## config.mk

```make
export PLATFORM = sky130hd
export DESIGN_NAME = asi_serial
export DESIGN_NICKNAME = d
export VERILOG_FILES = /design/src/rtl/asi_pkg.sv /design/src/rtl/asi_serial.sv
export VERILOG_INCLUDE_DIRS = /design/src /design/src/rtl
export SDC_FILE = /design/constraint.sdc
export NUM_CORES = 1
export LEC_CHECK = 0
export BUFFER_PORTS_ARGS = -buffer_cell sky130_fd_sc_hd__buf_2
export CORE_AREA = 3 3 154 156
export DETAILED_ROUTE_END_ITERATION = 8
export DIE_AREA = 0 0 157 159
export GPL_TIMING_DRIVEN = 0
export HOLD_SLACK_MARGIN = 0.05
export PLACE_DENSITY = 0.53
export SLEW_MARGIN = 0
export SYNTH_ARGS = -nofsm -noshare
export SYNTH_HDL_FRONTEND = slang
export SYNTH_SLANG_ARGS = --single-unit
```

## constraint.sdc

```tcl
create_clock -name mclk -period 7.25 [get_ports mclk]
set_input_delay 2.175 -clock mclk [delete_from_list [all_inputs] [get_ports mclk]]
set_output_delay 2.175 -clock mclk [all_outputs]
set_load 0.05 [all_outputs]
```

## src/rtl/asi_defs.svh

```systemverilog
`ifndef ASI_DEFS_SVH
`define ASI_DEFS_SVH

// register indices; byte address is four times the index
`define ASI_IDX_RATE_MODE 8'h10
`define ASI_IDX_CTRL_STATUS 8'h11
`define ASI_IDX_RX_DATA 8'h12
`define ASI_IDX_TX_DATA 8'h13
`define ASI_ADDR_W 8

// rate/mode field positions
`define ASI_RM_SS_LO 0
`define ASI_RM_SS_HI 1
`define ASI_RM_CC_LO 2
`define ASI_RM_CC_HI 3
`define ASI_RM_RESET 4'h0

// control/status field positions
`define ASI_CS_WAKE 0
`define ASI_CS_TE 1
`define ASI_CS_TIE 2
`define ASI_CS_RE 3
`define ASI_CS_RIE 4
`define ASI_CS_TRANSMIT_EMPTY_FLAG 5
`define ASI_CS_OVERRUN_FRAMING_FLAG 6
`define ASI_CS_RECEIVE_FULL_FLAG 7
`define ASI_CS_WR_MSB 4
`define ASI_CS_RESET 8'h20

// counter bit that toggles at 8x bit rate, per speed code (/2, /16, /128, /512)
`define ASI_SUB_BIT_0 4'd0
`define ASI_SUB_BIT_1 4'd3
`define ASI_SUB_BIT_2 4'd6
`define ASI_SUB_BIT_3 4'd8
// counter bit three above the sub bit is the 1x clock, high in the second half-bit
`define ASI_BIT_CLK_OFS 4'd3

// frame shape
`define ASI_PREAMBLE_BITS 4'd9
`define ASI_FRAME_BITS 4'd10
`define ASI_IDLE_ONES 4'd10
`define ASI_HALF_BIT 3'd3
`define ASI_SUB_LAST 3'd7

`endif

```

## src/rtl/asi_pkg.sv

```systemverilog
package asi_pkg;

    // apb request fields that travel together
    typedef struct packed {
        logic [7:0] paddr;
        logic pwrite;
        logic [31:0] pwdata;
    } asi_apb_req_s;

    // serial pins as seen by the block
    typedef struct packed {
        logic out;
        logic oe;
    } asi_pin_drive_s;

    // transmitter states
    typedef enum logic [3:0] {
        TX_OFF = 4'b0001,
        TX_PRE = 4'b0010,
        TX_IDLE = 4'b0100,
        TX_SHIFT = 4'b1000
    } asi_tx_e;

    // receiver states
    typedef enum logic [2:0] {
        RX_HUNT = 3'b001,
        RX_START = 3'b010,
        RX_BITS = 3'b100
    } asi_rx_e;

endpackage

```

## src/rtl/asi_serial.sv

```systemverilog
`timescale 1ns/1ps
`include "asi_defs.svh"
module asi_serial
    import asi_pkg::*;
(
    // clock, reset, enable
    input wire logic mclk,
    input wire logic reset_n,
    input wire logic clk_en,
    // apb slave
    input wire logic psel,
    input wire logic penable,
    input wire asi_pkg::asi_apb_req_s apb_req,
    output logic [31:0] prdata,
    output logic pready,
    output logic pslverr,
    // timer free-running counter, same clock
    input wire logic [15:0] timer_count,
    // port 2 direction writes for bits 2..4
    input wire logic p2_ddr_we,
    input wire logic [2:0] p2_ddr_wdata,
    // serial clock pin
    input wire logic serial_clock_pin_in,
    output logic serial_clock_pin_out,
    output logic serial_clock_pin_oe,
    // serial data pins
    input wire logic serial_input_pin,
    output logic serial_output_pin,
    output logic serial_output_pin_oe,
    // port 2 direction bits 2..4 as seen by the port
    output logic [2:0] p2_ddr_bits,
    // shared timer/serial interrupt request
    output logic timer_serial_irq
);
    import asi_pkg::*;

    // select the counter bit that ticks at 8x bit rate
    function automatic logic [3:0] sub_bit_pos(input logic [1:0] ss);
        unique case (ss)
            2'b00: sub_bit_pos = `ASI_SUB_BIT_0;
            2'b01: sub_bit_pos = `ASI_SUB_BIT_1;
            2'b10: sub_bit_pos = `ASI_SUB_BIT_2;
            2'b11: sub_bit_pos = `ASI_SUB_BIT_3;
        endcase
    endfunction

    // registers visible to software
    logic [3:0] rate_mode_reg; // write-only, reads zero
    logic [4:0] ctrl_reg; // writable bits of control/status
    logic transmit_empty_flag_reg, overrun_framing_flag_reg, receive_full_flag_reg; // status flags
    logic [7:0] tx_data_reg; // write-only holding register
    logic [7:0] rx_data_reg; // read-only holding register
    logic transmit_empty_flag_armed_reg; // status read seen with empty set
    logic rx_armed_reg; // status read seen with full/error set

    // pin synchronisers; first stage feeds only the second
    logic [1:0] clk_pin_sync_reg;
    logic clk_pin_prev_reg;
    logic [1:0] rx_pin_sync_reg;

    // rate generation
    logic sub_prev_reg; // previous level of chosen counter bit
    logic [2:0] tx_sub_reg; // divides 8x ticks to bit ticks

    // transmitter
    asi_tx_e tx_state_reg;
    logic [3:0] tx_cnt_reg;
    logic [9:0] tx_shift_reg;
    logic te_prev_reg;

    // receiver
    asi_rx_e rx_state_reg;
    logic [2:0] rx_sub_reg;
    logic [3:0] rx_cnt_reg;
    logic [7:0] rx_shift_reg;
    logic [2:0] idle_sub_reg;
    logic [3:0] idle_cnt_reg;

    // direction bits and their locks
    logic clk_dir_reg, rx_dir_reg, tx_dir_reg;
    logic tx_lock_reg, rx_lock_reg;

    // decoded fields
    wire [1:0] speed_sel = rate_mode_reg[`ASI_RM_SS_HI:`ASI_RM_SS_LO];
    wire clock_ctrl_hi = rate_mode_reg[`ASI_RM_CC_HI];
    wire clock_ctrl_lo = rate_mode_reg[`ASI_RM_CC_LO];
    wire idle_wake_arm = ctrl_reg[`ASI_CS_WAKE];
    wire transmit_enable = ctrl_reg[`ASI_CS_TE];
    wire transmit_irq_enable = ctrl_reg[`ASI_CS_TIE];
    wire receive_enable = ctrl_reg[`ASI_CS_RE];
    wire receive_irq_enable = ctrl_reg[`ASI_CS_RIE];
    wire ext_clock = clock_ctrl_hi & clock_ctrl_lo;
    wire unit_used = clock_ctrl_hi | clock_ctrl_lo;

    // apb decode; printed offsets are indices, byte address is index times four
    wire [`ASI_ADDR_W-1:0] idx = {2'b00, apb_req.paddr[7:2]};
    wire hit_rm = idx == `ASI_IDX_RATE_MODE;
    wire hit_cs = idx == `ASI_IDX_CTRL_STATUS;
    wire hit_rx = idx == `ASI_IDX_RX_DATA;
    wire hit_tx = idx == `ASI_IDX_TX_DATA;
    wire mapped = (hit_rm | hit_cs | hit_rx | hit_tx) & (apb_req.paddr[1:0] == 2'b00);
    wire access = psel & penable & clk_en;
    wire wr_ok = access & apb_req.pwrite & mapped;
    wire rd_ok = access & ~apb_req.pwrite & mapped;
    wire [7:0] status_byte = {receive_full_flag_reg, overrun_framing_flag_reg, transmit_empty_flag_reg, ctrl_reg};
    wire [7:0] rd_byte = hit_cs ? status_byte : hit_rx ? rx_data_reg : 8'h00;

    // 8x tick: internal from timer counter, external from synchronised pin
    wire sub_lvl = timer_count[sub_bit_pos(speed_sel)];
    wire int_tick = sub_lvl & ~sub_prev_reg;
    wire ext_tick = clk_pin_sync_reg[1] & ~clk_pin_prev_reg;
    wire sub_tick = clk_en & unit_used & (ext_clock ? ext_tick : int_tick);
    wire bit_tick = sub_tick & (tx_sub_reg == `ASI_SUB_LAST);
    wire [3:0] clk_out_pos = sub_bit_pos(speed_sel) + `ASI_BIT_CLK_OFS;
    wire rx_line = rx_pin_sync_reg[1];

    // receiver events at each bit sample and at the stop bit, and the idle-ones wake release
    wire rx_sample = sub_tick & (rx_state_reg == RX_BITS) & (rx_sub_reg == `ASI_SUB_LAST);
    // start is sampled in RX_START, so the stop bit is the ninth sample here
    wire rx_stop = rx_sample & (rx_cnt_reg == `ASI_FRAME_BITS - 4'd2);
    wire rx_flags_on = ~idle_wake_arm;
    wire rx_good = rx_stop & rx_line & ~receive_full_flag_reg & rx_flags_on;
    wire rx_error = rx_stop & (~rx_line | receive_full_flag_reg) & rx_flags_on;
    wire idle_done = sub_tick & rx_line & (idle_sub_reg == `ASI_SUB_LAST)
        & (idle_cnt_reg == `ASI_IDLE_ONES - 4'd1);

    // transmitter load point and clear events
    wire tx_load = bit_tick & ~transmit_empty_flag_reg
        & ((tx_state_reg == TX_IDLE)
        | ((tx_state_reg == TX_SHIFT) & (tx_cnt_reg == `ASI_FRAME_BITS - 4'd1)));
    wire transmit_empty_flag_clr = wr_ok & hit_tx & transmit_empty_flag_armed_reg;
    wire rx_clr = rd_ok & hit_rx & rx_armed_reg;
    wire te_rise = clk_en & transmit_enable & ~te_prev_reg;

    // apb answers in the access cycle, no wait states
    assign pready = 1'b1;

    // read data and error flop; unmapped gets error, and zero data unless its index is control/status or receive data
    always_ff @(posedge mclk or negedge reset_n) begin
        if (!reset_n) begin
            prdata <= 32'h0000_0000;
            pslverr <= 1'b0;
        end else if (clk_en && psel && !penable) begin
            prdata <= {24'h00_0000, rd_byte};
            pslverr <= ~mapped;
        end
    end

    // software-written control bits
    always_ff @(posedge mclk or negedge reset_n) begin
        if (!reset_n) begin
            rate_mode_reg <= `ASI_RM_RESET;
            ctrl_reg <= 5'(`ASI_CS_RESET);
        end else begin
            if (wr_ok && hit_rm) begin
                rate_mode_reg <= apb_req.pwdata[3:0];
            end
            if (wr_ok && hit_cs) begin
                ctrl_reg <= apb_req.pwdata[`ASI_CS_WR_MSB:0];
            end else if (idle_done) begin
                ctrl_reg[`ASI_CS_WAKE] <= 1'b0;
            end
        end
    end

    // status flags; a set in the same cycle as a clear wins
    always_ff @(posedge mclk or negedge reset_n) begin
        if (!reset_n) begin
            transmit_empty_flag_reg <= 1'b1;
            overrun_framing_flag_reg <= 1'b0;
            receive_full_flag_reg <= 1'b0;
            transmit_empty_flag_armed_reg <= 1'b0;
            rx_armed_reg <= 1'b0;
            rx_data_reg <= 8'h00;
            tx_data_reg <= 8'h00;
        end else begin
            if (tx_load) begin
                transmit_empty_flag_reg <= 1'b1;
            end else if (transmit_empty_flag_clr) begin
                transmit_empty_flag_reg <= 1'b0;
            end
            if (rx_good) begin
                receive_full_flag_reg <= 1'b1;
                rx_data_reg <= rx_shift_reg;
            end else if (rx_clr) begin
                receive_full_flag_reg <= 1'b0;
            end
            if (rx_error) begin
                overrun_framing_flag_reg <= 1'b1;
            end else if (rx_clr) begin
                overrun_framing_flag_reg <= 1'b0;
            end
            if (wr_ok && hit_tx) begin
                tx_data_reg <= apb_req.pwdata[7:0];
            end
            // arming remembers the status read until the data access
            if (rd_ok && hit_cs) begin
                transmit_empty_flag_armed_reg <= transmit_empty_flag_reg;
                rx_armed_reg <= receive_full_flag_reg | overrun_framing_flag_reg;
            end else begin
                if (transmit_empty_flag_clr) transmit_empty_flag_armed_reg <= 1'b0;
                if (rx_clr) rx_armed_reg <= 1'b0;
            end
        end
    end

    // synchronisers and tick edge history
    always_ff @(posedge mclk or negedge reset_n) begin
        if (!reset_n) begin
            clk_pin_sync_reg <= 2'b00;
            clk_pin_prev_reg <= 1'b0;
            rx_pin_sync_reg <= 2'b11;
            sub_prev_reg <= 1'b0;
            tx_sub_reg <= 3'd0;
        end else if (clk_en) begin
            clk_pin_sync_reg <= {clk_pin_sync_reg[0], serial_clock_pin_in};
            clk_pin_prev_reg <= clk_pin_sync_reg[1];
            rx_pin_sync_reg <= {rx_pin_sync_reg[0], serial_input_pin};
            sub_prev_reg <= sub_lvl;
            if (sub_tick) tx_sub_reg <= tx_sub_reg + 3'd1;
        end
    end

    // transmitter: preamble, idle ones, or ten-bit frames
    always_ff @(posedge mclk or negedge reset_n) begin
        if (!reset_n) begin
            tx_state_reg <= TX_OFF;
            tx_cnt_reg <= 4'd0;
            tx_shift_reg <= 10'h3ff;
            te_prev_reg <= 1'b0;
        end else if (clk_en) begin
            te_prev_reg <= transmit_enable;
            if (!transmit_enable) begin
                tx_state_reg <= TX_OFF;
                tx_shift_reg <= 10'h3ff;
            end else if (te_rise) begin
                tx_state_reg <= TX_PRE;
                tx_cnt_reg <= 4'd0;
                tx_shift_reg <= 10'h3ff;
            end else if (tx_load) begin
                // start zero, data lsb first, stop one
                tx_shift_reg <= {1'b1, tx_data_reg, 1'b0};
                tx_cnt_reg <= 4'd0;
                tx_state_reg <= TX_SHIFT;
            end else if (bit_tick) begin
                tx_shift_reg <= {1'b1, tx_shift_reg[9:1]};
                unique case (tx_state_reg)
                    TX_PRE: begin
                        tx_cnt_reg <= tx_cnt_reg + 4'd1;
                        if (tx_cnt_reg == `ASI_PREAMBLE_BITS - 4'd1) tx_state_reg <= TX_IDLE;
                    end
                    TX_SHIFT: begin
                        tx_cnt_reg <= tx_cnt_reg + 4'd1;
                        if (tx_cnt_reg == `ASI_FRAME_BITS - 4'd1) tx_state_reg <= TX_IDLE;
                    end
                    TX_IDLE: tx_state_reg <= TX_IDLE; // empty: keep sending ones
                    TX_OFF: tx_state_reg <= TX_OFF;
                endcase
            end
        end
    end

    // receiver: hunt first zero, centre on start, sample nine more bits
    always_ff @(posedge mclk or negedge reset_n) begin
        if (!reset_n) begin
            rx_state_reg <= RX_HUNT;
            rx_sub_reg <= 3'd0;
            rx_cnt_reg <= 4'd0;
            rx_shift_reg <= 8'h00;
        end else if (clk_en) begin
            if (!receive_enable) begin
                rx_state_reg <= RX_HUNT;
            end else if (sub_tick) begin
                rx_sub_reg <= rx_sub_reg + 3'd1;
                unique case (rx_state_reg)
                    RX_HUNT: begin
                        rx_sub_reg <= 3'd0;
                        if (!rx_line) rx_state_reg <= RX_START;
                    end
                    RX_START: begin
                        // half a bit later the start bit is checked at its centre
                        if (rx_sub_reg == `ASI_HALF_BIT) begin
                            rx_sub_reg <= 3'd0;
                            rx_cnt_reg <= 4'd0;
                            rx_state_reg <= rx_line ? RX_HUNT : RX_BITS;
                        end
                    end
                    RX_BITS: begin
                        if (rx_sub_reg == `ASI_SUB_LAST) begin
                            rx_cnt_reg <= rx_cnt_reg + 4'd1;
                            if (rx_cnt_reg < `ASI_FRAME_BITS - 4'd2) begin
                                rx_shift_reg <= {rx_line, rx_shift_reg[7:1]};
                            end
                            if (rx_stop) rx_state_reg <= RX_HUNT;
                        end
                    end
                endcase
            end
        end
    end

    // idle-ones counter for the wake-up release, one count per bit time
    always_ff @(posedge mclk or negedge reset_n) begin
        if (!reset_n) begin
            idle_sub_reg <= 3'd0;
            idle_cnt_reg <= 4'd0;
        end else if (clk_en && sub_tick) begin
            if (!rx_line || !idle_wake_arm) begin
                idle_sub_reg <= 3'd0;
                idle_cnt_reg <= 4'd0;
            end else begin
                idle_sub_reg <= idle_sub_reg + 3'd1;
                if (idle_sub_reg == `ASI_SUB_LAST) idle_cnt_reg <= idle_cnt_reg + 4'd1;
            end
        end
    end

    // port 2 direction bits with forcing and locks
    always_ff @(posedge mclk or negedge reset_n) begin
        if (!reset_n) begin
            clk_dir_reg <= 1'b0;
            rx_dir_reg <= 1'b0;
            tx_dir_reg <= 1'b0;
            tx_lock_reg <= 1'b0;
            rx_lock_reg <= 1'b0;
        end else if (clk_en) begin
            if (transmit_enable) tx_lock_reg <= 1'b1;
            if (receive_enable) rx_lock_reg <= 1'b1;
            if (clock_ctrl_hi) begin
                clk_dir_reg <= ~clock_ctrl_lo;
            end else if (p2_ddr_we) begin
                clk_dir_reg <= p2_ddr_wdata[0];
            end
            if (rx_lock_reg || receive_enable) begin
                rx_dir_reg <= 1'b0;
            end else if (p2_ddr_we) begin
                rx_dir_reg <= p2_ddr_wdata[1];
            end
            if (tx_lock_reg || transmit_enable) begin
                tx_dir_reg <= 1'b1;
            end else if (p2_ddr_we) begin
                tx_dir_reg <= p2_ddr_wdata[2];
            end
        end
    end

    // registered pin drives and interrupt; the clock pin is 1x, rising mid-bit
    always_ff @(posedge mclk or negedge reset_n) begin
        if (!reset_n) begin
            serial_clock_pin_out <= 1'b0;
            serial_clock_pin_oe <= 1'b0;
            serial_output_pin <= 1'b1;
            serial_output_pin_oe <= 1'b0;
            p2_ddr_bits <= 3'b000;
            timer_serial_irq <= 1'b0;
        end else if (clk_en) begin
            serial_clock_pin_oe <= clock_ctrl_hi & ~clock_ctrl_lo;
            serial_clock_pin_out <= timer_count[clk_out_pos];
            serial_output_pin <= tx_shift_reg[0];
            serial_output_pin_oe <= transmit_enable;
            p2_ddr_bits <= {tx_dir_reg, rx_dir_reg, clk_dir_reg};
            timer_serial_irq <= (transmit_irq_enable & transmit_empty_flag_reg)
                | (receive_irq_enable & (receive_full_flag_reg | overrun_framing_flag_reg));
        end
    end

endmodule

```

==> flow_summary.ini, run 1 <==
[outcome]
status = finished clean

[pwr]
power_per_cell_area_nw_per_um2 = 180
leakage_nw = 3.06
p_sw_uw = 322
seq_power_share_pct = 50.3
p_total_mw = 1.19
internal-power_uw = 866
swShare_pct = 27.1
power.share.clock_pct = 38.3
vdd_ir_drop_max_mv = 0.0730
pwr-share-comb_pct = 11.4

[job]
maxCapViolCount = 0

[timing]
finalCritPeriodShare_pct = 57.4
period_needed_ns = 4.16
finalSetupViolCount = 0
fin_setup_tns_ns = 0
drv_slew = 0
clock.fmax_mhz = 240
final-hold-violation-count = 0
relSlewSlack_pct = 33.2
tightest_slew_ns = 1.00
grt_setup_unrepaired = no
finalHoldWorstSlack_ns = 0.478
clock_skew_ns = 0.00740

[final_layout]
area_growth_pct = 18.9
stdcell_count = 897
multi_input_area_um2 = 2700
ff_latch_area_um2 = 2600
nets = 694
antenna_cells = 0
drive_gt1_share_pct = 29.2
largest_register_ffs = 9
num-fill-cells = 2317

[yosys]
synth_most_common_cell = dfrtp_1
ys_warn_count = 0
synth_cells = 512
synthArstFlopShare_pct = 100
yosysTopAreaCellShare_pct = 39.7
syn_area_per_cell_um2 = 10.8
synth_area_leaders = dfrtp_1, dfstp_2, mux2_2, ha_1, buf_4
synth_seq_cells = 103
synth-edff-count = 0
ys.flop_type = dfrtp_1
yosysSeqAreaShare_pct = 46.8
syn_area_um2 = 5550
synth_cell_type_count = 68
yosysTopAreaCell = dfrtp_1
synthTopCellsByCount = dfrtp_1, nand2_1, nor2_1

[global_routing]
grt_pass1_wl_mm = 21.1
track_usage_pct = 10.6
grt_overflow = 0
grt_max_degree = 66
antenna_found_initial = 0
grt_pass1_vias = 3942

[die]
fp.dieArea_um2 = 25000
die_w_um = 157
core.rowCount = 55
core_region_area_um2 = 22500
start_util_pct = 24.7
ios = 110
die_y_um = 159

[place]
place.detailed.hpwl_mm = 9.69
globalplace.congestion = 0.755
portBuffers = 60
dpl.cell_count = 881

[clock_network]
clockBufferDepth = 2
clk_latency_ns = 0.35
cts_tree = built
post-cts-setup-buffers = 0
post_cts_resized = 0
postCtsHoldBufs = 0
clock_sinks = 103
path_clk_slew_ns = 0.07
htree_num_levels = 3
numCtsBuffers = 9
root_buffer = clkbuf_16

[critical_path]
required_ns = 7.48
cp-start-kind = input port
crit_path_end_kind = register
path_class = in2reg
worst_ep_arrival_time_ns = 4.39
worst-path-max-fanout = 10

[route]
drt_iter0_drc = 202
first_pass_iters = 4
dr_total_vias = 4048
postRouteAntennaNets = 0
wirelength_mm = 13.0
vias_per_cell = 4.51
drc = 0
avgRoutedWirePerCell_um = 14.5

[hold_path]
hold_path_class = reg2reg
placed cells by master (no fill, tap or decap), drive strengths merged, types with 3 or more instances in the layout:
cell and n:
buf 91, nor3 11, nand2 50, clkinv 3, a22oi 10, and3 4
mux2 52, dfrtp 88, o31ai 4, ha 19, o2bb2ai 3, clkinvlp 3
mux2i 15, and2 3, nor2 32, nor2b 5, nand2b 8, conb 25
nor4 3, a21oi 20, a21o 6, mux4 3, clkbuf 21, o211ai 3
o21ai 28, o22ai 5, inv 21, a31oi 8, nor3b 3, nand3 14
nand4 6, dfstp 15
worst paths after layout:
kind	from	to	slack (ns)	cells after the start
max in group asynchronous	reset_n	tx_shift_reg[6]$_DFFE_PN1P_	4.71	2
hold / removal	tx_sub_reg[2]$_DFFE_PN0P_	tx_sub_reg[2]$_DFFE_PN0P_	0.48	2
min in group asynchronous	reset_n	pslverr$_DFFE_PN0P_	1.80	1
hold reg to reg	tx_sub_reg[2]$_DFFE_PN0P_	tx_sub_reg[2]$_DFFE_PN0P_	0.48	2
setup / recovery	clk_en	rx_data_reg[1]$_DFFE_PN0P_	3.09	6
setup reg to reg	rate_mode_reg[0]$_DFFE_PN0P_	rx_cnt_reg[3]$_DFFE_PN0P_	4.24	9
power groups by stage:
stage | Combinational (mW) | Sequential [mW] | Clock [mW]
final | 0.135 | 0.598 | 0.456
after global routing | 0.148 | 0.599 | 0.496
after CTS | 0.138 | 0.598 | 0.473
after detailed placement | 0.138 | 0.609 | 0
after global placement | 0.135 | 0.609 | 0
after floorplan | 0.0765 | 0.622 | 0
cell families after synthesis:
| kind of cell | Yosys count | share of synthesized area [%] |
|---|---|---|
| AND/OR/NAND/NOR | 152 | 14.2 |
| AO/OA/AOI/OAI | 102 | 13.0 |
| multiplexers | 70 | 15.1 |
| adder cells (fa/ha/maj) | 19 | 4.28 |
| other | 2 | 0.135 |
| buffers and inverters | 62 | 6.20 |
| XOR/XNOR | 2 | 0.316 |
| flip-flops | 103 | 46.8 |
routing by layer:
layer / share of wire (%) / track usage (%) / up-vias
met2: 48 / 16.4 / 66
li1: - / - / 1985
met5: 0 / 0 / -
met4: 1.4 / 3.38 / 0
met3: 3.1 / 2.12 / 15
met1: 48 / 14.9 / 1982
critical path, stage by stage:
cell,delay [ns]
buf_2,0.23
o21ai_0,0.19
a21oi_2,0.41
o21ai_4,0.23
nor4b_4,0.79
mux2_4,0.35
through the flow:
stage / worst slack (ns) / instance area (µm²) / util [%]
2_1_floorplan: 3.16 / 5640 / -
3_3_place_gp: 2.71 / 6300 / 28.0
3_5_place_dp: 2.69 / 6330 / 28.1
4_1_cts: 3.08 / 6600 / 29.3
5_1_grt: 2.96 / 6600 / 29.3
6_report: 3.09 / 6600 / 29.3
cell type report:
class / count / share of cell area [%]
Multi-Input combinational cell: 370 / 40.9
Sequential cell: 103 / 39.3
Tap cell: 285 / 5.40
Timing Repair Buffer: 61 / 5.00
Buffer: 42 / 4.08
Clock buffer: 9 / 3.41
Inverter: 20 / 1.14
Clock inverter: 7 / 0.739
Power figures use the tool's default switching activity.
==> run 2: changes to the inputs <==
- ABC_AREA: default -> 1
- CORE_AREA: 3 3 154 156 -> 3 3 151 153
- DIE_AREA: 0 0 157 159 -> 0 0 154 156
- clock period: 7.25 -> 4.1 ns (I/O delays scaled with it)
==> run 2 against run 1 <==
Effect of this change:
- critical path depth up 1
- global-route usage down 0.26 points
- synthesized area down 3.0%
==> flow_summary.ini, run 2 <==
[timing]
period_needed_ns = 2.77
relSlewSlack_pct = 36.9
finalSetupViolCount = 0
clock.fmax_mhz = 362
grt_setup_unrepaired = no
finalCritPeriodShare_pct = 67.5
clock_skew_ns = 0.00946
drv_slew = 0
worst_slack_ns = 1.33
fin_setup_tns_ns = 0
finalHoldWorstSlack_ns = 0.455
tightest_slew_ns = 0.939
final-hold-violation-count = 0

[pwr]
vdd_ir_drop_max_mv = 0.234
internal-power_mw = 1.69
p_sw_uw = 637
power_per_cell_area_nw_per_um2 = 359
power.share.clock_pct = 40.0
swShare_pct = 27.4
leakage_nw = 3.24
pwr-share-comb_pct = 13.2
seq_power_share_pct = 46.7

[critical_path]
required_ns = 4.32
crit_path_end_kind = register
crit_buf_inv = 4
worst_r2r_startpoint = rate_mode_reg[0]$_DFFE_PN0P_
worst-path-max-fanout = 10
cp-start-kind = input port
crit_family = simple AND/OR/NAND/NOR gates
slowest_delay_ns = 0.63
worst_ep_arrival_time_ns = 2.98
path_class = in2reg
path_cells = buf_2 -> inv_1 -> clkbuf_1 -> nor3_2 -> inv_2 -> a221oi_1 -> nor2_1
critPathLaunch = clk_en
cp_slowest_cell = nor3_2

[yosys]
yosysSeqAreaShare_pct = 48.2
synth_top_family_by_area = simple AND/OR/NAND/NOR gates
ys_warn_count = 0
synth_compound_area_share_pct = 10.1
yosysTopAreaCell = dfrtp_1
synthSimpleGateAreaFrac_pct = 25.8
synth-edff-count = 0
synth_cells = 656
syn_area_um2 = 5390
yosys.area_share.adder_pct = 4.41
synth_most_common_cell = nand2_1
synth_xor_area_share_pct = 0.975
synthArstFlopShare_pct = 100
synth_area_leaders = dfrtp_1, nand2_1, dfstp_2, inv_1, ha_1
syn_area_per_cell_um2 = 8.21
synthTopCellsByCount = nand2_1, dfrtp_1, inv_1
synth_seq_cells = 103
muxShareOfSynthArea_pct = 0.418
yosysTopAreaCellShare_pct = 40.9
synth_cell_type_count = 47
ys.flop_type = dfrtp_1

[route]
drt_iter0_drc = 207
dr_total_vias = 4288
vias_per_cell = 4.14
first_pass_iters = 4
wirelength_mm = 12.3
drc = 0
avgRoutedWirePerCell_um = 11.9
postRouteAntennaNets = 0

[hold_path]
min_from = tx_lock_reg$_DFFE_PN0P_
hold_path_class = reg2reg

[clock_network]
cts_tree = built
clockBufferDepth = 2
htree_num_levels = 3
post-cts-setup-buffers = 0
numCtsBuffers = 9
postCtsHoldBufs = 0
clk_latency_ns = 0.34
clock_sinks = 103
root_buffer = clkbuf_16
path_clk_slew_ns = 0.08
post_cts_resized = 0

[final_layout]
antenna_cells = 0
drive_gt1_share_pct = 20.2
area_growth_pct = 20.3
nets = 838
final_cell_mix = nand2_1, dfrtp_1, inv_1
largest_register_ffs = 9
final_common_cell = nand2_1

[global_routing]
grt_overflow = 0
grt_pass1_vias = 4090
grt_pass1_wl_mm = 20.5
track_usage_pct = 10.3
grt_max_degree = 62
antenna_found_initial = 0

[die]
die_y_um = 156
start_util_pct = 24.8
ios = 110
core_region_area_um2 = 21700
fp.dieArea_um2 = 24000
die_w_um = 154
core.rowCount = 54

[place]
globalplace.congestion = 0.775
portBuffers = 60
place.detailed.hpwl_mm = 9.47
post-place-ws_ns = 0.941

[outcome]
status = finished clean

[job]
maxCapViolCount = 0
==> run 2: changes by cell type in the layout (fill, tap and decap cells not counted), moves of 11 or more <==
cell     before  now
nand2_1      50  190
inv_1        20   70
mux2_2       31    2
nand3_1      14   39
o21ai_1       0   23
mux2i_1      15    0
nor2_1       32   47
mux2_1       11    0
==> run 2: cells by family after synthesis <==
group,count (synthesis)
buffers and inverters,113
XOR/XNOR,6
other,2
flip-flops,103
AO/OA/AOI/OAI,96
adder cells (fa/ha/maj),19
AND/OR/NAND/NOR,315
multiplexers,2
==> run 2: worst paths after layout <==
kind | end | slack (ns) | depth (start not counted)
worst max-delay path | prdata[1]$_DFFE_PN0P_ | 1.33 | 7
worst min-delay path | tx_lock_reg$_DFFE_PN0P_ | 0.46 | 2
worst max register to register | tx_cnt_reg[2]$_DFFE_PN0P_ | 1.57 | 13
worst min register to register | tx_lock_reg$_DFFE_PN0P_ | 0.46 | 2
max in group asynchronous | tx_state_reg[0]$_DFFE_PN1P_ | 2.37 | 2
min in group asynchronous | rx_sub_reg[0]$_DFFE_PN0P_ | 0.98 | 1
==> run 2: metrics by stage <==
| stage | cell area [µm²] | total power [mW] | instances | utilization (%) |
|---|---|---|---|---|
| after floorplan | 5470 | 1.32 | 679 | - |
| after global placement | 6120 | 1.41 | 1019 | 28.2 |
| after detailed placement | 6150 | 1.42 | 1020 | 28.4 |
| after CTS | 6480 | 2.36 | 1036 | 29.9 |
| after global routing | 6480 | 2.44 | 1036 | 29.9 |
| final | 6480 | 2.33 | 1036 | 29.9 |
==> run 2: tightest hold or removal path, delay by kind of cell (launching register included) <==
kind,cells,cell delay (ns)
flops,1,0.32
simple gates,1,0.05
buf+inv,1,0.05
==> run 2: power by group through the flow <==
stage               clock network, mW  registers (mW)  logic, mW
floorplan                           0            1.17      0.146
global placement                    0            1.11      0.307
detailed placement                  0            1.11      0.312
CTS                             0.956            1.09      0.313
global route                     1.00            1.09      0.339
finish                          0.931            1.09      0.308
==> run 2: layer usage <==
metal / part of all wire [%] / track usage, %
met5: 0 / 0
met4: 0.74 / 1.98
met3: 3.7 / 2.41
met2: 50 / 18.2
met1: 45 / 13.1
==> run 2: layout make-up <==
cell class / count / area, µm²
fill: 2320 / 15200
sequential: 103 / 2600
multi-input combinational: 463 / 2340
tap: 280 / 350
timing repair buffer: 61 / 330
inverter: 77 / 289
buffer: 36 / 245
clock buffer: 9 / 225
clock inverter: 7 / 104
